===== src/core/pex_defs.vh =====
`ifndef PEX_DEFS_VH
`define PEX_DEFS_VH

// fixed upper three address bits (bit6, bit5, bit4)
`define PEX_ADDR_PREFIX 3'b110

// sensed level of a four-level address select pin
`define PEX_PIN_GND 2'h0
`define PEX_PIN_VCC 2'h1
`define PEX_PIN_SCL 2'h2
`define PEX_PIN_SDA 2'h3

// address bit pairs for the high select pin
`define PEX_HI_SCL 2'h0
`define PEX_HI_SDA 2'h1
`define PEX_HI_GND 2'h2
`define PEX_HI_VCC 2'h3

// reset values before the straps are taken
`define PEX_OUT_RST 8'hff
`define PEX_PULL_RST 8'h00

// cycles after reset release before straps are taken
`define PEX_STRAP_WAIT 2'h3

// bits per byte on the wire, ack excluded
`define PEX_BYTE_BITS 4'h8

`endif


===== src/core/pex_core.v =====
// Function
// - scl input only, sda pulled low only
// - start, address, rw, bytes, stop
// - detect start and stop conditions
// - one bit per clock, stable high
// - ninth clock acknowledge by receiver
// - answer only prefix 110 plus straps
// - rw low write, high read
// - read byte one is port levels
// - read byte two is old flags
// - longer reads alternate resampled pairs
// - alert held off during reads until stop
// - port byte sampled at preceding ack
// - read match acks, snapshots, releases alert
// - master nack takes no snapshot
// - compare against new snapshot until next capture
// - write match acks, snapshots, releases alert
// - each written byte sets all ports
// - input change sets flag, alert low
// - straps pick defaults and pullups
// - four-level pins encode address bits
`timescale 1ns/1ps
`include "pex_defs.vh"

module pex_core #(
  parameter PORTS = 8
) (
  // clock and reset
  input wire i_ref_clk,
  input wire i_rst_b,
  // two-wire bus pins
  input wire i_scl,
  input wire i_sda,
  output wire o_sda_o,
  output wire o_sda_oe,
  // serial interface reset pin, active low
  input wire i_serial_rst_b,
  // four-level address select pins
  input wire [1:0] i_high_addr_select_pin,
  input wire [1:0] i_low_addr_select_pin,
  // io port pins, open drain
  input wire [PORTS-1:0] i_io_port_pins,
  output wire [PORTS-1:0] o_io_port_pins_o,
  output wire [PORTS-1:0] o_io_port_pins_oe,
  output wire [PORTS-1:0] o_pullup_en,
  // port update acceptance from the output stage
  input wire i_out_ready,
  // change alert, open drain, active low
  output wire o_change_alert_o,
  output wire o_change_alert_oe
);

  localparam ST_IDLE = 3'h0;
  localparam ST_ADDR = 3'h1;
  localparam ST_AACK = 3'h2;
  localparam ST_WDAT = 3'h3;
  localparam ST_WACK = 3'h4;
  localparam ST_RDAT = 3'h5;
  localparam ST_RACK = 3'h6;
  localparam ST_WAIT = 3'h7;

  // high pin maps to address bits 3:2
  function [1:0] hi_bits;
    input [1:0] lvl;
    begin
      case (lvl)
        `PEX_PIN_SCL: hi_bits = `PEX_HI_SCL;
        `PEX_PIN_SDA: hi_bits = `PEX_HI_SDA;
        `PEX_PIN_GND: hi_bits = `PEX_HI_GND;
        default: hi_bits = `PEX_HI_VCC;
      endcase
    end
  endfunction

  // synchronisers, first stage read only by the second
  reg [1:0] scl_m_q, sda_m_q, srst_m_q;
  reg [3:0] strap_m_q, strap_q;
  reg [PORTS-1:0] port_m_q, port_q;
  reg scl_q, sda_q, srst_b_q, scl_d1_q, sda_d1_q;

  always @(posedge i_ref_clk or negedge i_rst_b) begin
    if (!i_rst_b) begin
      scl_m_q <= 2'h3;
      sda_m_q <= 2'h3;
      srst_m_q <= 2'h3;
      strap_m_q <= 4'h0;
      port_m_q <= {PORTS{1'b1}};
      scl_q <= 1'b1;
      sda_q <= 1'b1;
      srst_b_q <= 1'b1;
      strap_q <= 4'h0;
      port_q <= {PORTS{1'b1}};
      scl_d1_q <= 1'b1;
      sda_d1_q <= 1'b1;
    end else begin
      scl_m_q <= {scl_m_q[0], i_scl};
      sda_m_q <= {sda_m_q[0], i_sda};
      srst_m_q <= {srst_m_q[0], i_serial_rst_b};
      strap_m_q <= {i_high_addr_select_pin, i_low_addr_select_pin};
      port_m_q <= i_io_port_pins;
      scl_q <= scl_m_q[1];
      sda_q <= sda_m_q[1];
      srst_b_q <= srst_m_q[1];
      strap_q <= strap_m_q;
      port_q <= port_m_q;
      scl_d1_q <= scl_q;
      sda_d1_q <= sda_q;
    end
  end

  // bus events from the sampled lines
  wire scl_rise = scl_q & ~scl_d1_q;
  wire scl_fall = ~scl_q & scl_d1_q;
  wire bus_start = scl_q & scl_d1_q & sda_d1_q & ~sda_q;
  wire bus_stop = scl_q & scl_d1_q & ~sda_d1_q & sda_q;

  // address built from both select pins; low pin code is its bits
  wire [6:0] my_addr = {`PEX_ADDR_PREFIX, hi_bits(strap_q[3:2]),
    strap_q[1:0]};

  reg [2:0] state_q;
  reg [3:0] bit_cnt_q;
  reg [7:0] rx_q, tx_q;
  reg sda_oe_q, rd_act_q, pair_q, mack_q, alert_q, strap_done_q;
  reg [PORTS-1:0] snap_q, flags_q, flags_old_q, out_q, pull_q;
  reg [1:0] strap_cnt_q;
  reg wr_push, capture;

  // write buffer between the bus and the port latch
  wire buf_in_ready;
  wire buf_out_valid;
  wire [7:0] buf_out_data;

  pex_buf2 #(
    .WIDTH(8),
    .DEPTH(2),
    .AW(1)
  ) u_wbuf (
    .i_ref_clk(i_ref_clk),
    .i_rst_b(i_rst_b),
    .i_in_valid(wr_push),
    .i_in_data(rx_q),
    .o_in_ready(buf_in_ready),
    .o_out_valid(buf_out_valid),
    .o_out_data(buf_out_data),
    .i_out_ready(i_out_ready)
  );

  // ports released high are the ones watched as inputs
  wire [PORTS-1:0] change = (port_q ^ snap_q) & out_q;

  // events decided combinationally from the bus engine state
  always @* begin
    wr_push = 1'b0;
    capture = 1'b0;
    if (srst_b_q && !bus_start && !bus_stop && scl_fall) begin
      case (state_q)
        ST_ADDR: begin
          capture = (bit_cnt_q == `PEX_BYTE_BITS) &&
            (rx_q[7:1] == my_addr);
        end
        ST_WDAT: begin
          wr_push = (bit_cnt_q == `PEX_BYTE_BITS) && buf_in_ready;
        end
        ST_RACK: begin
          capture = mack_q & ~pair_q;
        end
        default: begin
          capture = 1'b0;
        end
      endcase
    end
  end

  // bus engine; sda changes only just after scl falls, or when serial reset releases it
  always @(posedge i_ref_clk or negedge i_rst_b) begin
    if (!i_rst_b) begin
      state_q <= ST_IDLE;
      bit_cnt_q <= 4'h0;
      rx_q <= 8'h00;
      tx_q <= 8'h00;
      sda_oe_q <= 1'b0;
      rd_act_q <= 1'b0;
      pair_q <= 1'b0;
      mack_q <= 1'b0;
    end else if (!srst_b_q || bus_stop) begin
      state_q <= ST_IDLE;
      sda_oe_q <= 1'b0;
      rd_act_q <= 1'b0;
    end else if (bus_start) begin
      state_q <= ST_ADDR;
      bit_cnt_q <= 4'h0;
      sda_oe_q <= 1'b0;
      rd_act_q <= 1'b0;
    end else begin
      case (state_q)
        ST_ADDR, ST_WDAT: begin
          if (scl_rise) begin
            rx_q <= {rx_q[6:0], sda_q};
            bit_cnt_q <= bit_cnt_q + 4'h1;
          end else if (scl_fall && bit_cnt_q == `PEX_BYTE_BITS) begin
            if (state_q == ST_ADDR) begin
              if (capture) begin
                state_q <= ST_AACK;
                sda_oe_q <= 1'b1;
                rd_act_q <= rx_q[0];
              end else begin
                state_q <= ST_WAIT;
              end
            end else if (buf_in_ready) begin
              state_q <= ST_WACK;
              sda_oe_q <= 1'b1;
            end else begin
              state_q <= ST_WAIT; // full buffer: byte not acked
            end
          end
        end
        ST_AACK: begin
          if (scl_fall) begin
            bit_cnt_q <= 4'h0;
            if (rd_act_q) begin
              state_q <= ST_RDAT;
              tx_q <= snap_q;
              sda_oe_q <= ~snap_q[7];
              pair_q <= 1'b0;
            end else begin
              state_q <= ST_WDAT;
              sda_oe_q <= 1'b0;
            end
          end
        end
        ST_WACK: begin
          if (scl_fall) begin
            state_q <= ST_WDAT;
            sda_oe_q <= 1'b0;
            bit_cnt_q <= 4'h0;
          end
        end
        ST_RDAT: begin
          if (scl_rise) begin
            bit_cnt_q <= bit_cnt_q + 4'h1;
          end else if (scl_fall) begin
            if (bit_cnt_q == `PEX_BYTE_BITS) begin
              state_q <= ST_RACK;
              sda_oe_q <= 1'b0;
              pair_q <= ~pair_q;
            end else begin
              tx_q <= {tx_q[6:0], 1'b0};
              sda_oe_q <= ~tx_q[6];
            end
          end
        end
        ST_RACK: begin
          if (scl_rise) begin
            mack_q <= ~sda_q;
          end else if (scl_fall) begin
            bit_cnt_q <= 4'h0;
            if (!mack_q) begin
              state_q <= ST_WAIT;
            end else if (pair_q) begin
              state_q <= ST_RDAT;
              tx_q <= flags_old_q;
              sda_oe_q <= ~flags_old_q[7];
            end else begin
              state_q <= ST_RDAT;
              tx_q <= port_q;
              sda_oe_q <= ~port_q[7];
            end
          end
        end
        ST_WAIT: begin
          sda_oe_q <= 1'b0;
        end
        default: begin
          state_q <= ST_IDLE;
          sda_oe_q <= 1'b0;
        end
      endcase
    end
  end

  // snapshot, transition flags and change alert; a change in the
  // capture cycle still reaches the flags handed to the reader
  always @(posedge i_ref_clk or negedge i_rst_b) begin
    if (!i_rst_b) begin
      snap_q <= {PORTS{1'b1}};
      flags_q <= {PORTS{1'b0}};
      flags_old_q <= {PORTS{1'b0}};
      alert_q <= 1'b0;
    end else if (capture) begin
      snap_q <= port_q;
      flags_old_q <= flags_q | change;
      flags_q <= {PORTS{1'b0}};
      alert_q <= 1'b0;
    end else begin
      flags_q <= flags_q | change;
      // held off while a read runs; raised at its stop
      if (rd_act_q ? (bus_stop && (|(flags_q | change))) : (|change)) begin
        alert_q <= 1'b1;
      end
    end
  end

  // strap sampling a few cycles after release, then written bytes
  always @(posedge i_ref_clk or negedge i_rst_b) begin
    if (!i_rst_b) begin
      strap_cnt_q <= 2'h0;
      strap_done_q <= 1'b0;
      out_q <= `PEX_OUT_RST;
      pull_q <= `PEX_PULL_RST;
    end else if (!strap_done_q) begin
      if (strap_cnt_q == `PEX_STRAP_WAIT) begin
        strap_done_q <= 1'b1;
        out_q <= {{4{strap_q[3:2] != `PEX_PIN_GND}},
          {4{strap_q[1:0] != `PEX_PIN_GND}}};
        pull_q <= {{4{strap_q[3:2] != `PEX_PIN_GND}},
          {4{strap_q[1:0] != `PEX_PIN_GND}}};
      end else begin
        strap_cnt_q <= strap_cnt_q + 2'h1;
      end
    end else if (buf_out_valid && i_out_ready) begin
      out_q <= buf_out_data;
    end
  end

  // open-drain drives: only ever pull low
  assign o_sda_o = 1'b0;
  assign o_sda_oe = sda_oe_q;
  assign o_io_port_pins_o = {PORTS{1'b0}};
  assign o_io_port_pins_oe = ~out_q;
  assign o_pullup_en = pull_q;
  assign o_change_alert_o = 1'b0;
  assign o_change_alert_oe = alert_q;

endmodule // pex_core


===== src/core/pex_buf2.v =====
`timescale 1ns/1ps
`include "pex_defs.vh"

module pex_buf2 #(
  parameter WIDTH = 8,
  parameter DEPTH = 2,
  parameter AW = 1
) (
  // clock and reset
  input wire i_ref_clk,
  input wire i_rst_b,
  // fill side
  input wire i_in_valid,
  input wire [WIDTH-1:0] i_in_data,
  output wire o_in_ready,
  // drain side
  output wire o_out_valid,
  output wire [WIDTH-1:0] o_out_data,
  input wire i_out_ready
);

  reg [WIDTH-1:0] mem [0:DEPTH-1];
  reg [AW-1:0] wr_ptr_q;
  reg [AW-1:0] rd_ptr_q;
  reg [AW:0] count_q;
  wire push;
  wire pop;

  // honest full and empty from the entry count
  assign o_in_ready = (count_q != DEPTH[AW:0]);
  assign o_out_valid = (count_q != {(AW+1){1'b0}});
  assign o_out_data = mem[rd_ptr_q];
  assign push = i_in_valid & o_in_ready;
  assign pop = o_out_valid & i_out_ready;

  // storage has no reset; only pointers and the count need a defined state
  always @(posedge i_ref_clk) begin
    if (push) begin
      mem[wr_ptr_q] <= i_in_data;
    end
  end

  // pointers wrap at depth
  always @(posedge i_ref_clk or negedge i_rst_b) begin
    if (!i_rst_b) begin
      wr_ptr_q <= {AW{1'b0}};
      rd_ptr_q <= {AW{1'b0}};
      count_q <= {(AW+1){1'b0}};
    end else begin
      if (push) begin
        if (wr_ptr_q == DEPTH[AW-1:0] - 1'b1) begin
          wr_ptr_q <= {AW{1'b0}};
        end else begin
          wr_ptr_q <= wr_ptr_q + 1'b1;
        end
      end
      if (pop) begin
        if (rd_ptr_q == DEPTH[AW-1:0] - 1'b1) begin
          rd_ptr_q <= {AW{1'b0}};
        end else begin
          rd_ptr_q <= rd_ptr_q + 1'b1;
        end
      end
      if (push && !pop) begin
        count_q <= count_q + 1'b1;
      end else if (pop && !push) begin
        count_q <= count_q - 1'b1;
      end
    end
  end

endmodule // pex_buf2


===== config.mk =====
export PLATFORM = sky130hd
export DESIGN_NAME = pex_core
export DESIGN_NICKNAME = d
export VERILOG_FILES = /design/src/core/pex_core.v /design/src/core/pex_buf2.v
export VERILOG_INCLUDE_DIRS = /design/src /design/src/core
export SDC_FILE = /design/constraint.sdc
export NUM_CORES = 1
export LEC_CHECK = 0
export ABC_AREA = 0
export ABC_CLOCK_PERIOD_IN_PS = 2400
export BUFFER_PORTS_ARGS = -buffer_cell sky130_fd_sc_hd__buf_2
export CAP_MARGIN = 20
export CORE_MARGIN = 5
export CORE_UTILIZATION = 35
export DETAILED_ROUTE_END_ITERATION = 16
export PLACE_DENSITY = 0.54
export SLEW_MARGIN = 20
export SYNTH_ARGS = -nofsm -noshare
export SYNTH_HDL_FRONTEND = slang
export SYNTH_HIERARCHICAL = 1
export SYNTH_SLANG_ARGS = --single-unit

===== constraint.sdc =====
create_clock -name i_ref_clk -period 2.4 [get_ports i_ref_clk]
set_input_delay 0.24 -clock i_ref_clk [delete_from_list [all_inputs] [get_ports i_ref_clk]]
set_output_delay 0.24 -clock i_ref_clk [all_outputs]
set_load 0.005 [all_outputs]

==> reports/metrics.cfg <==
[min_path]
hp-class=in2reg
hold_depth=3

[drt]
wl_per_cell_um=15.5
viasPerCell=4.87
drtAntennaViolNets=0
via_count=3361
dr.pass1.iters=5
drc=0
drtIter0Drc=217
routed_wl_mm=10.7

[status]
status=complete, no violations

[synthesis]
synth.distinct_cells=64
synth_cells=434
synth_area_mm2=0.00525
ys.flop_type=dfrtp_1
async_reset_ff_share_pct=86.6
yosys_register_bits=119
yosysWarningCount=6
syn_area_per_cell_um2=12.1
synth_edf_count=16
ys_seq_area_share_pct=59.3

[power]
power_density_mw_per_mm2=777
pwr-share-comb_pct=3.7
max-vdd-ir-drop_mv=0.598
p_int_mw=3.93
seqPwrFrac_pct=43.7
switchingPower_mw=1.00
p_clk_share_pct=52.6
p_leak_nw=2.65
swShare_pct=20.3
power_mw=4.94

[floorplan]
dieArea_mm2=0.0176
start_util_pct=35.9
core-area_mm2=0.0146
die_height_um=132
rows=44
io_pins=46
fp.dieW_um=132

[global_route]
antenna_found_initial=0
grt_max_degree=45
grt_use_total_pct=13.2
grt_pass1_wl_mm=18.2
grt_overflow=0
grt_pass1_vias=3387

[critical_path]
rr_endpoint=u_wbuf/count_q[1]$_DFFE_PN0P_
cp-endpoint=u_wbuf/count_q[1]$_DFFE_PN0P_
path_class=reg2reg
arrival_ps=2510
worst-path-max-fanout=7
reg2reg_from=scl_d1_q$_DFF_PN1_
cp.required_ps=2700
ff2ff_setup_slack_ps=190
start_kind=register
end_kind=register
worstSetupStartpoint=scl_d1_q$_DFF_PN1_
r2r.worst_path.cells=8

[placement]
portBuffers=35
placed_area_mm2=0.00558
place_inst=642
dpl.hpwl_mm=7.41
gp_congestion=0.830
pre_cts_ws_ps=218

[sta]
drv_slew=0
rsz0062_at_grt=no
setup_ws_ps=185
slew_headroom_pct=63.3
max_slew.worst_pin.slew_ps=549
post-route-min-period_ps=2210
clock_skew_ps=8.76
setup_viol=0
hold_viol=0
fin_crit_sh_pct=92.3
finalSetupTns_ps=0
fmax_mhz=452
hold_ws_ps=107

[layout]
fill_cells=1372
final_cells=690
drive_gt1_share_pct=30.4
syn2layout_area_growth_pct=21.1
multi_input_area_mm2=0.00186
antenna_cells=0
final-seq-area_mm2=0.00311
fin_nets=515
final_cell_area_mm2=0.00636
final_core_util_pct=43.4

[clock_tree]
cts_tree=built
cts_max_level=4
cts_resized=0
clk_latency_ps=420
cts_root_buf=clkbuf_16
post-cts-setup-buffers=0
numCtsBuffers=17
clk_path_buf_depth=2
cts_hold_buf=16
cts.sink_count=119
path_clk_slew_ps=50

[flow_run]
maxCapViolCount=0

-- worst min path at each step --
stage	slack (ps)	to	startpoint
floorplan	-60	bit_cnt_q[0]$_DFFE_PN0P_	i_rst_b
global placement	250	flags_old_q[2]$_DFFE_PN0P_	i_rst_b
detailed placement	250	flags_q[3]$_DFF_PN0_	i_rst_b
CTS	100	u_wbuf/rd_ptr_q$_DFFE_PN0P_	i_out_ready
global route	100	u_wbuf/rd_ptr_q$_DFFE_PN0P_	i_out_ready
finish	110	u_wbuf/rd_ptr_q$_DFFE_PN0P_	i_out_ready
-- cell usage in the layout, fill, tap and decap left out, types with 4 or more instances in the layout --
cell	Yosys	routed
mux2_2	22	22
dlygate4sd3_1	0	16
o31ai_1	7	7
a22oi_1	5	5
xor2_1	14	14
clkbuf_1	4	4
nor2_1	35	35
clkbuf_16	0	17
clkbuf_8	0	4
ha_1	4	4
buf_4	17	9
dfstp_2	43	43
a221oi_1	8	8
edfxtp_1	16	16
nand3_1	5	5
buf_2	7	34
conb_1	1	10
dfrtp_1	60	60
inv_1	27	27
o21ai_0	23	23
a21oi_1	23	23
nand2_1	26	26
xnor2_1	5	5
mux2i_1	17	17
-- Yosys cell counts, types with 2 or more instances --
master / count / area (um2)
a21boi_0: 2 / 15.0
nand4_1: 3 / 18.8
and3b_1: 2 / 17.5
a21oi_1: 23 / 115
nand4b_1: 2 / 17.5
nor3b_1: 3 / 22.5
nand2b_1: 3 / 18.8
edfxtp_1: 16 / 480
xnor2_1: 5 / 43.8
nor3_1: 2 / 10.0
nand2_1: 26 / 97.6
clkbuf_1: 4 / 15.0
xor2_1: 14 / 123
a221oi_1: 8 / 70.1
buf_4: 17 / 128
nand3_1: 5 / 25.0
ha_1: 4 / 50.1
a21o_1: 2 / 15.0
inv_1: 27 / 101
nor2b_1: 2 / 12.5
o21ai_0: 23 / 115
a41oi_1: 2 / 17.5
a22oi_1: 5 / 37.5
dfrtp_1: 60 / 1500
o31ai_1: 7 / 52.6
o41ai_1: 2 / 17.5
nor2_1: 35 / 131
dfstp_2: 43 / 1130
mux2i_1: 17 / 170
nand3b_1: 3 / 22.5
buf_2: 7 / 35.0
o22ai_1: 2 / 12.5
mux2_2: 22 / 248
o211ai_1: 3 / 22.5
mux2_4: 3 / 45.0
or2_2: 2 / 12.5
-- registers in the layout, indices dropped and copies added, names as in the netlist, 8 cells and up --
signal       flops
out_q            8
port_q           8
port_m_q         8
flags_q          8
snap_q           8
flags_old_q      8
u_wbuf/mem      16
rx_q             8
-- per-layer routing --
| metal | GRT usage [%] | vias to the layer above | wire length (um) |
|---|---|---|---|
| met5 | 0 | - | 0 |
| met4 | 5.25 | 0 | 191 |
| met3 | 4.21 | 17 | 472 |
| met2 | 19.7 | 75 | 4970 |
| met1 | 17.9 | 1641 | 5060 |
| li1 | - | 1628 | - |
-- area by class of cell --
type                       instances  area share, %
clock inverter                     7           1.85
timing repair buffer              61           6.89
multi-input combinational        267           29.3
inverter                          27           1.59
sequential                       119           48.9
clock buffer                      25           7.79
tap                              184           3.62
-- critical path: stages (launching register included) --
cell and delay, ps:
dfstp_2 580, nand3b_1 210, nor4b_1 520, nand2_1 180
inv_1 90, ha_1 160, xor2_1 150, nor2_1 60
xor2_1 130
-- kinds of logic after synthesis --
group | Yosys count | synth area share, %
AOI/OAI and AO/OA | 90 | 11.2
xor gates and xnor gates | 19 | 3.17
adders and majority gates | 4 | 0.953
buffers and inverters | 57 | 5.91
DFF | 119 | 59.3
muxes | 42 | 8.82
other | 1 | 0.0714
and+or+nand+nor | 102 | 10.6
-- power by group through the flow --
stage               sequential [mW]  combinational (mW)  clock (mW)
finish                         2.16               0.183        2.60
global route                   2.16               0.208        2.76
CTS                            2.16               0.187        2.65
detailed placement             2.19               0.166           0
global placement               2.19               0.165           0
floorplan                      2.17              0.0960           0
Power figures use the tool's default switching activity.
